`src/pkg/nor_port_pkg.sv`:
```
`default_nettype none
package nor_port_pkg;
  localparam int DATA_W          = 16;
  localparam int ADDR_W          = 26;
  // Word address bit 0 is pin A1 on the discrete packages.
  localparam int WORD_ADDR_W     = ADDR_W - 1;
  localparam int CFG_W           = 16;
  localparam int WAIT_POL_BIT    = 10;
  localparam int TOP_DIE_BIT     = 24;
  localparam int LINK_DIV        = 4;
  localparam int LINK_DIV_W      = 3;
  localparam int ACCESS_CYCLES   = 3;
  localparam int ACC_W           = 3;
  localparam logic [DATA_W-1:0] CMD_READ_ARRAY  = 16'h00FF;
  localparam logic [DATA_W-1:0] CMD_READ_STATUS = 16'h0070;
  localparam logic [DATA_W-1:0] CMD_LOCK_SETUP  = 16'h0060;
  localparam logic [DATA_W-1:0] CMD_UNLOCK      = 16'h00D0;
  localparam logic [DATA_W-1:0] CMD_LOCKDOWN    = 16'h002F;
  localparam logic [DATA_W-1:0] CMD_CFG_CONFIRM = 16'h0003;
  // Code is arbitrary for this model; it selects reads of the configuration word.
  localparam logic [DATA_W-1:0] CMD_READ_CONFIG = 16'h0099;
  localparam logic [CFG_W-1:0]  CFG_RESET       = 16'hBFCF;
  localparam logic [DATA_W-1:0] STATUS_READY    = 16'h0080;
  typedef enum logic [1:0] {
    RD_ARRAY  = 2'b00,
    RD_STATUS = 2'b01,
    RD_CONFIG = 2'b10
  } read_mode_t;
  typedef enum logic [1:0] {
    H_IDLE   = 2'b00,
    H_ADDR   = 2'b01,
    H_STROBE = 2'b10,
    H_DONE   = 2'b11
  } host_state_t;
  // Sync mode when the config read-mode bit (15) is zero.
  localparam int SYNC_BIT = 15;
endpackage : nor_port_pkg
`default_nettype wire

```
`src/pkg/nor_bus_if.sv`:
```
`default_nettype none
interface nor_bus_if;
  import nor_port_pkg::*;
  logic [ADDR_W-1:0] addr;
  logic              addressValid_n;
  logic              chipSelect_n;
  logic              outputEnable_n;
  logic              writeStrobe_n;
  logic              hardwareReset_n;
  logic              writeProtect_n;
  logic              linkClk;
  logic [DATA_W-1:0] dataHost;
  logic              dataHostOe;
  logic [DATA_W-1:0] dataDev;
  logic              dataDevOe;
  logic              waitOut;
  logic              waitOe;
  wire  [DATA_W-1:0] dataBus = dataDevOe ? dataDev : (dataHostOe ? dataHost : 16'hFFFF);
  wire               waitLine = waitOe ? waitOut : 1'b1;
  modport flash (input addr, addressValid_n, chipSelect_n, outputEnable_n, writeStrobe_n,
                 hardwareReset_n, writeProtect_n, linkClk, dataHost, dataHostOe,
                 output dataDev, dataDevOe, waitOut, waitOe);
  modport host  (output addr, addressValid_n, chipSelect_n, outputEnable_n, writeStrobe_n,
                 hardwareReset_n, writeProtect_n, linkClk, dataHost, dataHostOe,
                 input dataDev, dataDevOe, waitOut, waitOe, dataBus);
endinterface : nor_bus_if
`default_nettype wire

```
`src/nor_flash_port.sv`:
```
// How it works
// - Sync: latch on strobe rise or clock.
// - Async: latch on strobe rise, else flow.
// - Chip select low activates the die.
// - Chip select high: standby, outputs float.
// - Output enable low gates read drive.
// - Reset clears automation, blocks writes.
// - Reset exit enters async array read.
// - Protect low: lock-down blocks refuse unlock.
// - Protect high: lock-down ignored.
// - Write latch on first rise of write strobe or chip select.
// - Host writes words; device latches them.
// - Drive bus on reads, float when gated.
// - Clock latches the address only in sync; outputs ignore it.
// - Word address LSB is pin A1.
// - Top address pin selects upper die.
// - Multi-chip package: host puts word LSB on A0, unshifted.
// - Host keeps select high when idle.
// - Wait shows invalid data in sync array reads, polarity bit.
`default_nettype none
module nor_flash_port
  import nor_port_pkg::*;
(
  input  wire logic   ref_clk,
  input  wire logic   rst_n,
  nor_bus_if.flash    bus,
  output logic [WORD_ADDR_W-1:0] capturedAddr,
  output logic [DATA_W-1:0]      lastWriteData,
  output logic                   writeSeen,
  output logic                   upperDieSel,
  output logic                   syncMode,
  output logic                   lockedDown,
  output logic                   blockLocked
);
  ////////////////////////////////////////////////////////////////////////
  // Two-flop synchronisers for every pin.
  localparam int NSYNC = 6;
  logic [NSYNC-1:0]  pinSync1_r, pinSync2_r, pinPrev_r;
  logic [ADDR_W-1:0] addrSync1_r, addrSync2_r;
  logic [DATA_W-1:0] dataSync1_r, dataSync2_r;
  logic [NSYNC-1:0]  pinRaw;
  assign pinRaw = {bus.linkClk, bus.addressValid_n, bus.chipSelect_n,
                   bus.outputEnable_n, bus.writeStrobe_n, bus.hardwareReset_n};
  always_ff @(posedge ref_clk or negedge rst_n) begin
    if (!rst_n) begin
      pinSync1_r  <= '1;
      pinSync2_r  <= '1;
      pinPrev_r   <= '1;
      addrSync1_r <= '0;
      addrSync2_r <= '0;
      dataSync1_r <= '0;
      dataSync2_r <= '0;
    end else begin
      pinSync1_r  <= pinRaw;
      pinSync2_r  <= pinSync1_r;
      pinPrev_r   <= pinSync2_r;
      addrSync1_r <= bus.addr;
      addrSync2_r <= addrSync1_r;
      dataSync1_r <= bus.dataHostOe ? bus.dataHost : '1;
      dataSync2_r <= dataSync1_r;
    end
  end
  logic wpSync1_r, wpSync2_r;
  always_ff @(posedge ref_clk or negedge rst_n) begin
    if (!rst_n) begin
      wpSync1_r <= 1'b0;
      wpSync2_r <= 1'b0;
    end else begin
      wpSync1_r <= bus.writeProtect_n;
      wpSync2_r <= wpSync1_r;
    end
  end
  logic clkS, advS, ceS, oeS, weS, rstS;
  assign {clkS, advS, ceS, oeS, weS, rstS} = pinSync2_r;
  logic clkRise, advRise, ceRise, weRise;
  assign clkRise = clkS & ~pinPrev_r[5];
  assign advRise = advS & ~pinPrev_r[4];
  assign ceRise  = ceS  & ~pinPrev_r[3];
  assign weRise  = weS  & ~pinPrev_r[1];

  ////////////////////////////////////////////////////////////////////////
  // Address, write and mode state.
  logic [WORD_ADDR_W-1:0] addr_r, addr_nxt;
  logic [DATA_W-1:0]      wdata_r, wdata_nxt;
  logic                   wseen_r, wseen_nxt;
  logic                   syncHeld_r, syncHeld_nxt;
  logic                   wrArmed_r, wrArmed_nxt;
  logic [CFG_W-1:0]       cfg_r, cfg_nxt;
  read_mode_t             mode_r, mode_nxt;
  logic                   lockSetup_r, lockSetup_nxt;
  logic                   lockDown_r, lockDown_nxt;
  logic                   locked_r, locked_nxt;
  logic [ACC_W-1:0]       acc_r, acc_nxt;
  logic                   isSync, writeLatch;
  logic [WORD_ADDR_W-1:0] pinWordAddr;

  // Pin A1 is word bit 0; the unused A0 position is dropped.
  assign pinWordAddr = addrSync2_r[ADDR_W-1:1];
  assign isSync      = ~cfg_r[SYNC_BIT];
  assign writeLatch  = wrArmed_r & (weRise | ceRise);

  always_comb begin
    addr_nxt      = addr_r;
    wdata_nxt     = wdata_r;
    wseen_nxt     = 1'b0;
    syncHeld_nxt  = syncHeld_r;
    wrArmed_nxt   = wrArmed_r;
    cfg_nxt       = cfg_r;
    mode_nxt      = mode_r;
    lockSetup_nxt = lockSetup_r;
    lockDown_nxt  = lockDown_r;
    locked_nxt    = locked_r;
    acc_nxt       = acc_r;
    if (!rstS) begin
      // Automation cleared, writes blocked, async array on exit.
      cfg_nxt       = CFG_RESET;
      mode_nxt      = RD_ARRAY;
      lockSetup_nxt = 1'b0;
      wrArmed_nxt   = 1'b0;
      syncHeld_nxt  = 1'b0;
    end else if (!ceS) begin
      if (isSync) begin
        // First of strobe rise or clock edge with strobe low wins.
        if (!advS && !syncHeld_r && clkRise) begin
          addr_nxt     = pinWordAddr;
          syncHeld_nxt = 1'b1;
        end else if (advRise && !syncHeld_r) begin
          addr_nxt = pinWordAddr;
        end
        if (advRise || (advS && pinPrev_r[4]))
          syncHeld_nxt = 1'b0;
      end else begin
        // Flow through while strobe low, hold from its rise; clock unused.
        if (!advS || advRise)
          addr_nxt = pinWordAddr;
      end
      if (!weS) begin
        wrArmed_nxt = 1'b1;
        if (!advS && !isSync)
          addr_nxt = pinWordAddr;
      end
      if (!oeS && weS && acc_r != ACC_W'(ACCESS_CYCLES))
        acc_nxt = acc_r + 1'b1;
      if (oeS || advRise || !advS)
        acc_nxt = '0;
    end else begin
      acc_nxt = '0;
    end
    if (writeLatch && rstS) begin
      wdata_nxt   = dataSync2_r;
      wseen_nxt   = 1'b1;
      wrArmed_nxt = 1'b0;
      if (lockSetup_r) begin
        lockSetup_nxt = 1'b0;
        if (dataSync2_r == CMD_UNLOCK) begin
          // Lock-down only binds while protect is low.
          if (!(lockDown_r && !wpSync2_r))
            locked_nxt = 1'b0;
        end else if (dataSync2_r == CMD_LOCKDOWN) begin
          lockDown_nxt = 1'b1;
          locked_nxt   = 1'b1;
        end else if (dataSync2_r == CMD_CFG_CONFIRM) begin
          cfg_nxt = addr_r[CFG_W-1:0];
        end else begin
          locked_nxt = 1'b1;
        end
      end else begin
        case (dataSync2_r)
          CMD_READ_ARRAY:  mode_nxt = RD_ARRAY;
          CMD_READ_STATUS: mode_nxt = RD_STATUS;
          CMD_READ_CONFIG: mode_nxt = RD_CONFIG;
          CMD_LOCK_SETUP:  lockSetup_nxt = 1'b1;
          default:         mode_nxt = RD_STATUS;
        endcase
      end
    end
  end

  always_ff @(posedge ref_clk or negedge rst_n) begin
    if (!rst_n) begin
      addr_r      <= '0;
      wdata_r     <= '0;
      wseen_r     <= 1'b0;
      syncHeld_r  <= 1'b0;
      wrArmed_r   <= 1'b0;
      cfg_r       <= CFG_RESET;
      mode_r      <= RD_ARRAY;
      lockSetup_r <= 1'b0;
      lockDown_r  <= 1'b0;
      locked_r    <= 1'b1;
      acc_r       <= '0;
    end else begin
      addr_r      <= addr_nxt;
      wdata_r     <= wdata_nxt;
      wseen_r     <= wseen_nxt;
      syncHeld_r  <= syncHeld_nxt;
      wrArmed_r   <= wrArmed_nxt;
      cfg_r       <= cfg_nxt;
      mode_r      <= mode_nxt;
      lockSetup_r <= lockSetup_nxt;
      lockDown_r  <= lockDown_nxt;
      locked_r    <= locked_nxt;
      acc_r       <= acc_nxt;
    end
  end

  ////////////////////////////////////////////////////////////////////////
  // Read data and wait.  Array contents are modelled as the address pattern,
  // since storage is outside this port.
  logic [DATA_W-1:0] rdata_r, rdata_nxt;
  logic              drive_r, drive_nxt;
  logic              wait_r, wait_nxt;
  logic              dataValid;
  assign dataValid = (acc_r == ACC_W'(ACCESS_CYCLES));
  always_comb begin
    drive_nxt = rstS & ~ceS & ~oeS & weS;
    case (mode_r)
      RD_ARRAY:  rdata_nxt = addr_r[DATA_W-1:0];
      RD_STATUS: rdata_nxt = STATUS_READY;
      RD_CONFIG: rdata_nxt = cfg_r;
      default:   rdata_nxt = '0;
    endcase
    // Asserted level follows the polarity bit; deasserted outside sync reads.
    if (isSync && mode_r == RD_ARRAY && !dataValid)
      wait_nxt = cfg_r[WAIT_POL_BIT];
    else
      wait_nxt = ~cfg_r[WAIT_POL_BIT];
  end
  always_ff @(posedge ref_clk or negedge rst_n) begin
    if (!rst_n) begin
      rdata_r <= '0;
      drive_r <= 1'b0;
      wait_r  <= 1'b0;
    end else begin
      rdata_r <= rdata_nxt;
      drive_r <= drive_nxt;
      wait_r  <= wait_nxt;
    end
  end
  // Enables are gated by the raw pins too, so the bus floats at once.
  assign bus.dataDev   = rdata_r;
  assign bus.dataDevOe = drive_r & ~bus.chipSelect_n & ~bus.outputEnable_n;
  assign bus.waitOut   = wait_r;
  assign bus.waitOe    = drive_r & ~bus.chipSelect_n & ~bus.outputEnable_n;

  assign capturedAddr  = addr_r;
  assign lastWriteData = wdata_r;
  assign writeSeen     = wseen_r;
  assign upperDieSel   = addr_r[TOP_DIE_BIT];
  assign syncMode      = isSync;
  assign lockedDown    = lockDown_r;
  assign blockLocked   = locked_r;
endmodule : nor_flash_port
`default_nettype wire

```
`src/flat_wrapper.sv`:
```
// flat-port wrapper written by rule: the top's interface ports become plain ports
module nor_flash_port_flat import nor_port_pkg::*;
  (ref_clk, rst_n, capturedAddr, lastWriteData, writeSeen, upperDieSel, syncMode, lockedDown, blockLocked, bus_addr, bus_addressValid_n, bus_chipSelect_n, bus_outputEnable_n, bus_writeStrobe_n, bus_hardwareReset_n, bus_writeProtect_n, bus_linkClk, bus_dataHost, bus_dataHostOe, bus_dataDev, bus_dataDevOe, bus_waitOut, bus_waitOe);
  nor_bus_if bus_i ();
  input  wire logic ref_clk;
  input  wire logic rst_n;
  output logic [WORD_ADDR_W-1:0] capturedAddr;
  output logic [DATA_W-1:0] lastWriteData;
  output logic writeSeen;
  output logic upperDieSel;
  output logic syncMode;
  output logic lockedDown;
  output logic blockLocked;
  input wire logic [$bits(bus_i.addr)-1:0] bus_addr;
  input wire logic [$bits(bus_i.addressValid_n)-1:0] bus_addressValid_n;
  input wire logic [$bits(bus_i.chipSelect_n)-1:0] bus_chipSelect_n;
  input wire logic [$bits(bus_i.outputEnable_n)-1:0] bus_outputEnable_n;
  input wire logic [$bits(bus_i.writeStrobe_n)-1:0] bus_writeStrobe_n;
  input wire logic [$bits(bus_i.hardwareReset_n)-1:0] bus_hardwareReset_n;
  input wire logic [$bits(bus_i.writeProtect_n)-1:0] bus_writeProtect_n;
  input wire logic [$bits(bus_i.linkClk)-1:0] bus_linkClk;
  input wire logic [$bits(bus_i.dataHost)-1:0] bus_dataHost;
  input wire logic [$bits(bus_i.dataHostOe)-1:0] bus_dataHostOe;
  output wire logic [$bits(bus_i.dataDev)-1:0] bus_dataDev;
  output wire logic [$bits(bus_i.dataDevOe)-1:0] bus_dataDevOe;
  output wire logic [$bits(bus_i.waitOut)-1:0] bus_waitOut;
  output wire logic [$bits(bus_i.waitOe)-1:0] bus_waitOe;
  assign bus_i.addr = bus_addr;
  assign bus_i.addressValid_n = bus_addressValid_n;
  assign bus_i.chipSelect_n = bus_chipSelect_n;
  assign bus_i.outputEnable_n = bus_outputEnable_n;
  assign bus_i.writeStrobe_n = bus_writeStrobe_n;
  assign bus_i.hardwareReset_n = bus_hardwareReset_n;
  assign bus_i.writeProtect_n = bus_writeProtect_n;
  assign bus_i.linkClk = bus_linkClk;
  assign bus_i.dataHost = bus_dataHost;
  assign bus_i.dataHostOe = bus_dataHostOe;
  assign bus_dataDev = bus_i.dataDev;
  assign bus_dataDevOe = bus_i.dataDevOe;
  assign bus_waitOut = bus_i.waitOut;
  assign bus_waitOe = bus_i.waitOe;
  nor_flash_port u_core (.ref_clk(ref_clk), .rst_n(rst_n), .bus(bus_i), .capturedAddr(capturedAddr), .lastWriteData(lastWriteData), .writeSeen(writeSeen), .upperDieSel(upperDieSel), .syncMode(syncMode), .lockedDown(lockedDown), .blockLocked(blockLocked));
endmodule
```
`config.mk`:
```
export PLATFORM = sky130hd
export DESIGN_NAME = nor_flash_port_flat
export DESIGN_NICKNAME = d
export VERILOG_FILES = /design/src/pkg/nor_port_pkg.sv /design/src/pkg/nor_bus_if.sv /design/src/nor_flash_port.sv /design/src/flat_wrapper.sv
export SDC_FILE = /design/constraint.sdc
export NUM_CORES = 1
export LEC_CHECK = 0
export BUFFER_PORTS_ARGS = -buffer_cell sky130_fd_sc_hd__buf_4
export CAP_MARGIN = 20
export CORE_MARGIN = 10
export CORE_UTILIZATION = 25
export DETAILED_ROUTE_END_ITERATION = 7
export PLACE_DENSITY = 0.45
export SYNTH_ARGS = -nofsm -noshare
export SYNTH_HDL_FRONTEND = slang
export SYNTH_SLANG_ARGS = --single-unit
```
`constraint.sdc`:
```
create_clock -name ref_clk -period 2.4 [get_ports ref_clk]
set_input_delay 0.12 -clock ref_clk [delete_from_list [all_inputs] [get_ports ref_clk]]
set_output_delay 0.12 -clock ref_clk [all_outputs]
set_load 0.005 [all_outputs]
```
After elaboration in Yosys (flattened, before gate mapping)
Cells that the tools add are included.
{"block": "op_classes", "n_mux": 40, "div_mod_pow": 0, "addsub": 1, "n_eq_ne": 17, "n_lt_le_gt_ge": 0, "mul": 0, "n_bitwise": 22, "reduce_logical": 28, "shifts": 0}
{"op": "25-bit 2-to-1 mux", "n": 6}
{"op": "16-bit 2-to-1 mux", "n": 7}
{"op": "16-bit by 8-bit == test with 1-bit output, second input constant", "n": 3}
{"op": "16-bit one-hot mux with 3 select lines", "n": 1}
{"op": "1-bit 2-to-1 mux", "n": 19}
{"op": "16-bit by 2-bit == test with 1-bit output, second input constant", "n": 1}
{"op": "16-bit by 6-bit == test with 1-bit output, second input constant", "n": 1}
{"op": "16-bit by 7-bit == test with 1-bit output, second input constant", "n": 1}
{"op": "1-bit logical AND", "n": 11}
{"op": "1-bit NOT", "n": 11}
{"op": "1-bit AND", "n": 10}
{"op": "3-bit 2-to-1 mux", "n": 3}
{"op": "3-bit inequality test, second input constant", "n": 3}
{"op": "4-bit AND reduction", "n": 2}
{"op": "2-bit 2-to-1 mux", "n": 3}
{"op": "2-bit inequality test, second input constant", "n": 3}
{"op": "2-bit one-hot mux with 3 select lines", "n": 1}
{"op": "2-bit AND reduction", "n": 3}
{"op": "1-bit zero test", "n": 5}
{"op": "1-bit logical OR", "n": 4}
{"op": "3-bit by 1-bit adder with 3-bit output, second input constant", "n": 1}
{"op": "3-bit by 2-bit == test with 1-bit output, second input constant", "n": 1}
{"op": "3-bit by 1-bit inequality test with 1-bit output, second input constant", "n": 1}
{"op": "3-bit by 2-bit inequality test with 1-bit output, second input constant", "n": 1}
{"op": "other kinds (6)", "n": 6}
{"block": "word_totals", "latch_bits": 0, "ramBits": 0, "romBits": 0, "n_memories": 0, "out_inout_bits": 65, "reg_bits": 190, "elab_cells": 131, "in_bits": 52}

Longest topological paths before layout
{"block": "logic_depth", "ltp_word": 8, "ltp_mapped": 6}

Least setup slack after synthesis
No wires, ideal clock.
{"block": "synth_timing", "kind": "register -> register", "from": "register u_core.dataSync2_r[13]", "to": "register u_core.cfg_r[10]", "setup_slack_ns": 0.397, "period_less_slack_ns": 2.003, "stages_incl_launch_ff": 7, "setup_ns": 0.082, "arrival_ns": 1.920, "required_time_ns": 2.318, "path_cell_list": "dfrtp_1 > or4_4 > nor4_2 > and3_1 > buf_6 > buf_12 > mux2_4"}
{"block": "synth_via", "elab_chain_len": 6}
{"item": "start, declared", "line_no": "nor_flash_port.sv:40", "rtl": "logic [DATA_W-1:0] dataSync1_r, dataSync2_r;"}
{"item": "start signal, assigned", "line_no": "nor_flash_port.sv:60", "rtl": "dataSync2_r <= dataSync1_r;"}
{"item": "16-bit by 2-bit == test with 1-bit output", "line_no": "nor_flash_port.sv:162", "rtl": "end else if (dataSync2_r == CMD_CFG_CONFIRM) begin"}
{"item": "16-bit 2-to-1 mux", "line_no": "nor_flash_port.sv:162"}
{"item": "16-bit 2-to-1 mux", "line_no": "nor_flash_port.sv:159", "rtl": "end else if (dataSync2_r == CMD_LOCKDOWN) begin"}
{"item": "16-bit 2-to-1 mux (*)", "line_no": "nor_flash_port.sv:155", "rtl": "if (dataSync2_r == CMD_UNLOCK) begin"}
{"item": "16-bit 2-to-1 mux (*)", "line_no": "nor_flash_port.sv:153", "rtl": "if (lockSetup_r) begin"}
{"item": "16-bit 2-to-1 mux (*)", "line_no": "nor_flash_port.sv:149", "rtl": "if (writeLatch && rstS) begin"}
{"item": "named net u_core.cfg_nxt[10]", "line_no": "nor_flash_port.sv:88", "rtl": "logic [CFG_W-1:0] cfg_r, cfg_nxt;"}
{"item": "end signal, assigned", "line_no": "nor_flash_port.sv:198", "rtl": "cfg_r <= cfg_nxt;"}
{"item": "end, declared", "line_no": "nor_flash_port.sv:88"}
Mark *: on every way through the listed nets, which the timed path passes. The rest lies on a longest branch.
A chain may end at the register's enable or synchronous reset.

Worst setup path after layout
{"block": "layout_timing", "from": "register u_core.dataSync2_r[13]", "to": "register u_core.cfg_r[1]"}
Same word-level chain as after synthesis.

==> impl_results.md <==
- Compound-gate portion of the synthesized area: 2.08%
- Root Driver: clkbuf_16
- Post-route minimum period: 2.20 ns
- Die height: 180 um
- Register area share after synthesis: 73.6%
- CP max FO: 15
- Total grt overflow: 0
- Core box area: 25100 um2
- Number of max-cap violations: 0
- Vias post-DR: 3728
- Final routed DRC violation total: 0
- CTS buffer count: 17
- Clk network pwr share: 38.5%
- Most common flop cell mapped by yosys: dfrtp_1
- Initial cell density of the core: 25.4%
- Largest net degree at the start of global routing: 84
- Synth async-reset ratio: 100%
- DP Wirelength: 9610 um
- Max Slew Vio Count: 0
- Worst-margin pin slew: 0.680 ns
- Post-Syn Nets: 458
- Vias in the first global route: 4327
- Die area: 32300 um2
- Top cell type's share of synthesized area: 61.2%
- Layout Nets: 652
- Post-cts sizing count: 0
- Ports: 117
- First-pass GRT wire length: 23200 um
- FF+latch count, synth: 186
- Syn Inst Count: 404
- Syn Std Cell Area: 6370 um2
- Antenna violations before repair: 0
- Sink Count: 186
- ANT cells: 0
- Commonest cells in the netlist: dfrtp_1 (156), mux2_2 (46), nand2b_1 (31), dfstp_2 (30), nor2_1 (21)
- DR pass1 iterations: 4
- Status: finished clean
- Post-Route Setup TNS: 0 ns
- Pwr dens: 817 nW/um2
- RSZ-0062 raised after global routing: false
- Clock tree from TritonCTS: yes
- Worst slew margin: 54.7%
- Initial DRC Count: 193
- Largest family of logic cells by synthesized area: multiplexers
- Combinational power share: 12.1%
- Max VDD drop: 380 uV
- Type of origin of the critical path: register
- Biggest area consumer among synthesized cells: dfrtp_1
- Fmax: 0.454 GHz
- GP Congestion: 0.702
- Site Rows: 58
- Kind of critical path: reg2reg
- Synth Area in XOR/XNOR: 0.137%
- Vias per inst: 3.96
- Clock skew: 0.0142 ns
- H-tree levels: 4
- Clock tree buffer depth: 2
- Pint: 5440 uW
- Netlist cell types: 44
- # port buffers: 115
- Die X: 180 um
- Synth warnings: 0
- Routed len/inst: 14.8 um
- Share of power burned in registers: 49.4%
- Area grow syn2layout: 41.3%
- Post-synth EDFFs: 0
- Psw: 1920 uW
- Ranking of synthesized cells by area: dfrtp_1 (61%), dfstp_2 (12%), mux2_2 (8.1%), nand2b_1 (3.0%), mux2i_1 (3.0%)
- Post-Synth Adder-Cell Area: 0.393%
- Critical Path RT: 2.75 ns
- Post-synthesis mux area share: 13.0%
- Flop2flop setup slack: 0.20 ns
- Clock slew at reported path FFs: 0.08 ns
- Final period util: 91.8%
- Tot Pwr: 7360 uW
- WL final: 13900 um
- # fillers: 2485
- Hold Vio Cnt, Final: 0
- Min-delay worst type: in2async
- Leak Pwr: 0.00381 uW
- Post-Synth Simple-Gate Area: 8.70%
- Avg Synthesized Cell Area: 15.8 um2
- Most common cell in the netlist: dfrtp_1
- Crit path capture type: register
- Clk_lat worst skew: 0.43 ns
- DRT antenna net count: 0
- GRT Total Usage: 8.90%
- Final Setup Violations: 0
- CP arrival: 2.55 ns
- Sw frac: 26.1%
- Share of cells above drive strength 1: 40.9%
[layout make-up]
class | count | area [um2] | share of cell area, %
timing repair buffer | 191 | 1670 | 18.5
sequential | 186 | 4690 | 52.1
tap | 330 | 413 | 4.59
clock inverter | 15 | 198 | 2.20
inverter | 10 | 37.5 | 0.417
multi-input combinational | 192 | 1570 | 17.5
clock buffer | 17 | 425 | 4.72
[power by group through the flow]
stage	Combinational, uW	Sequential, uW	Clock, uW
5_1_grt	1000	3680	3110
3_3_place_gp	832	3700	0
4_1_cts	933	3640	2950
2_1_floorplan	249	3660	0
3_5_place_dp	846	3700	0
6_report	893	3630	2830
[timing repair]
item                      CTS  global route
buffers inserted            0             0
hold endpoints to repair  114             0
hold buffers               65             0
[registers in the layout, indices dropped and copies added, names as in the netlist, 6 cells and up]
register	flops
u_core.addrSync1_r	25
u_core.addrSync2_r	25
u_core.capturedAddr	25
u_core.bus.dataDev	16
u_core.cfg_r	16
u_core.dataSync1_r	16
u_core.dataSync2_r	16
u_core.lastWriteData	16
u_core.pinSync1_r	6
u_core.pinSync2_r	6
[metal layers]
metal	GRT usage, %	part of all wire [%]	vias to the layer above
li1	-	-	1761
met1	11.4	47	1858
met2	13.8	47	104
met3	3.41	6.0	5
met4	2.38	0.65	0
met5	0	0	-
[cells in the final DEF, fill, tap and decap left out, types with 2 or more instances in the layout]
| cell | count |
|---|---|
| dfrtp_1 | 156 |
| buf_4 | 120 |
| dlygate4sd3_1 | 65 |
| mux2_2 | 46 |
| nand2b_1 | 31 |
| dfstp_2 | 30 |
| nor2_1 | 21 |
| mux2i_1 | 19 |
| clkbuf_16 | 17 |
| nand2_1 | 16 |
| inv_1 | 10 |
| nor4_1 | 8 |
| mux2_4 | 8 |
| clkinv_8 | 7 |
| o21ai_0 | 5 |
| buf_12 | 5 |
| a21oi_1 | 4 |
| nand3_1 | 3 |
| inv_8 | 3 |
| or4_4 | 2 |
| or4_1 | 2 |
| nor3b_1 | 2 |
| nor3_1 | 2 |
| ha_1 | 2 |
| inv_6 | 2 |
[metrics by stage]
stage / setup slack (ns) / hold slack (ns) / area [um2] / cells / utilization, %
after CTS: 0.189 / 0.312 / 9000 / 941 / 35.9
final: 0.198 / 0.302 / 9000 / 941 / 35.9
after floorplan: 0.397 / -0.176 / 6370 / 404 / -
after detailed placement: 0.209 / 0.230 / 7730 / 844 / 30.8
after global routing: 0.101 / 0.312 / 9000 / 941 / 35.9
after global placement: 0.239 / 0.214 / 7730 / 844 / 30.8
[path summary, 6_finish.rpt]
check / start / endpoint / cells past startpoint
setup / recovery: u_core.dataSync2_r[13] / u_core.cfg_r[1] / 5
max in group asynchronous: rst_n / u_core.pinSync2_r[5] / 3
hold reg to reg: u_core.addrSync1_r[10] / u_core.addrSync2_r[10] / 0
min in group ref_clk: bus_addr[17] / u_core.addrSync1_r[17] / 2
setup reg to reg: u_core.dataSync2_r[13] / u_core.cfg_r[1] / 5
hold / removal: rst_n / u_core.dataSync1_r[13] / 2
[cell families after synthesis]
| kind of cell | after synthesis |
|---|---|
| xor gates and xnor gates | 1 |
| and+or+nand+nor | 97 |
| buffers and inverters | 26 |
| muxes | 73 |
| AOI/OAI and AO/OA | 19 |
| adders and majority gates | 2 |
| DFF | 186 |
[critical path, cell delays in order, from the launching register on]
cell and delay, ns:
dfrtp_1 0.38, or4_4 0.57, nor4_2 0.37, and3_1 0.26, buf_12 0.19, mux2_2 0.35
(Power assumes the default switching activity.)
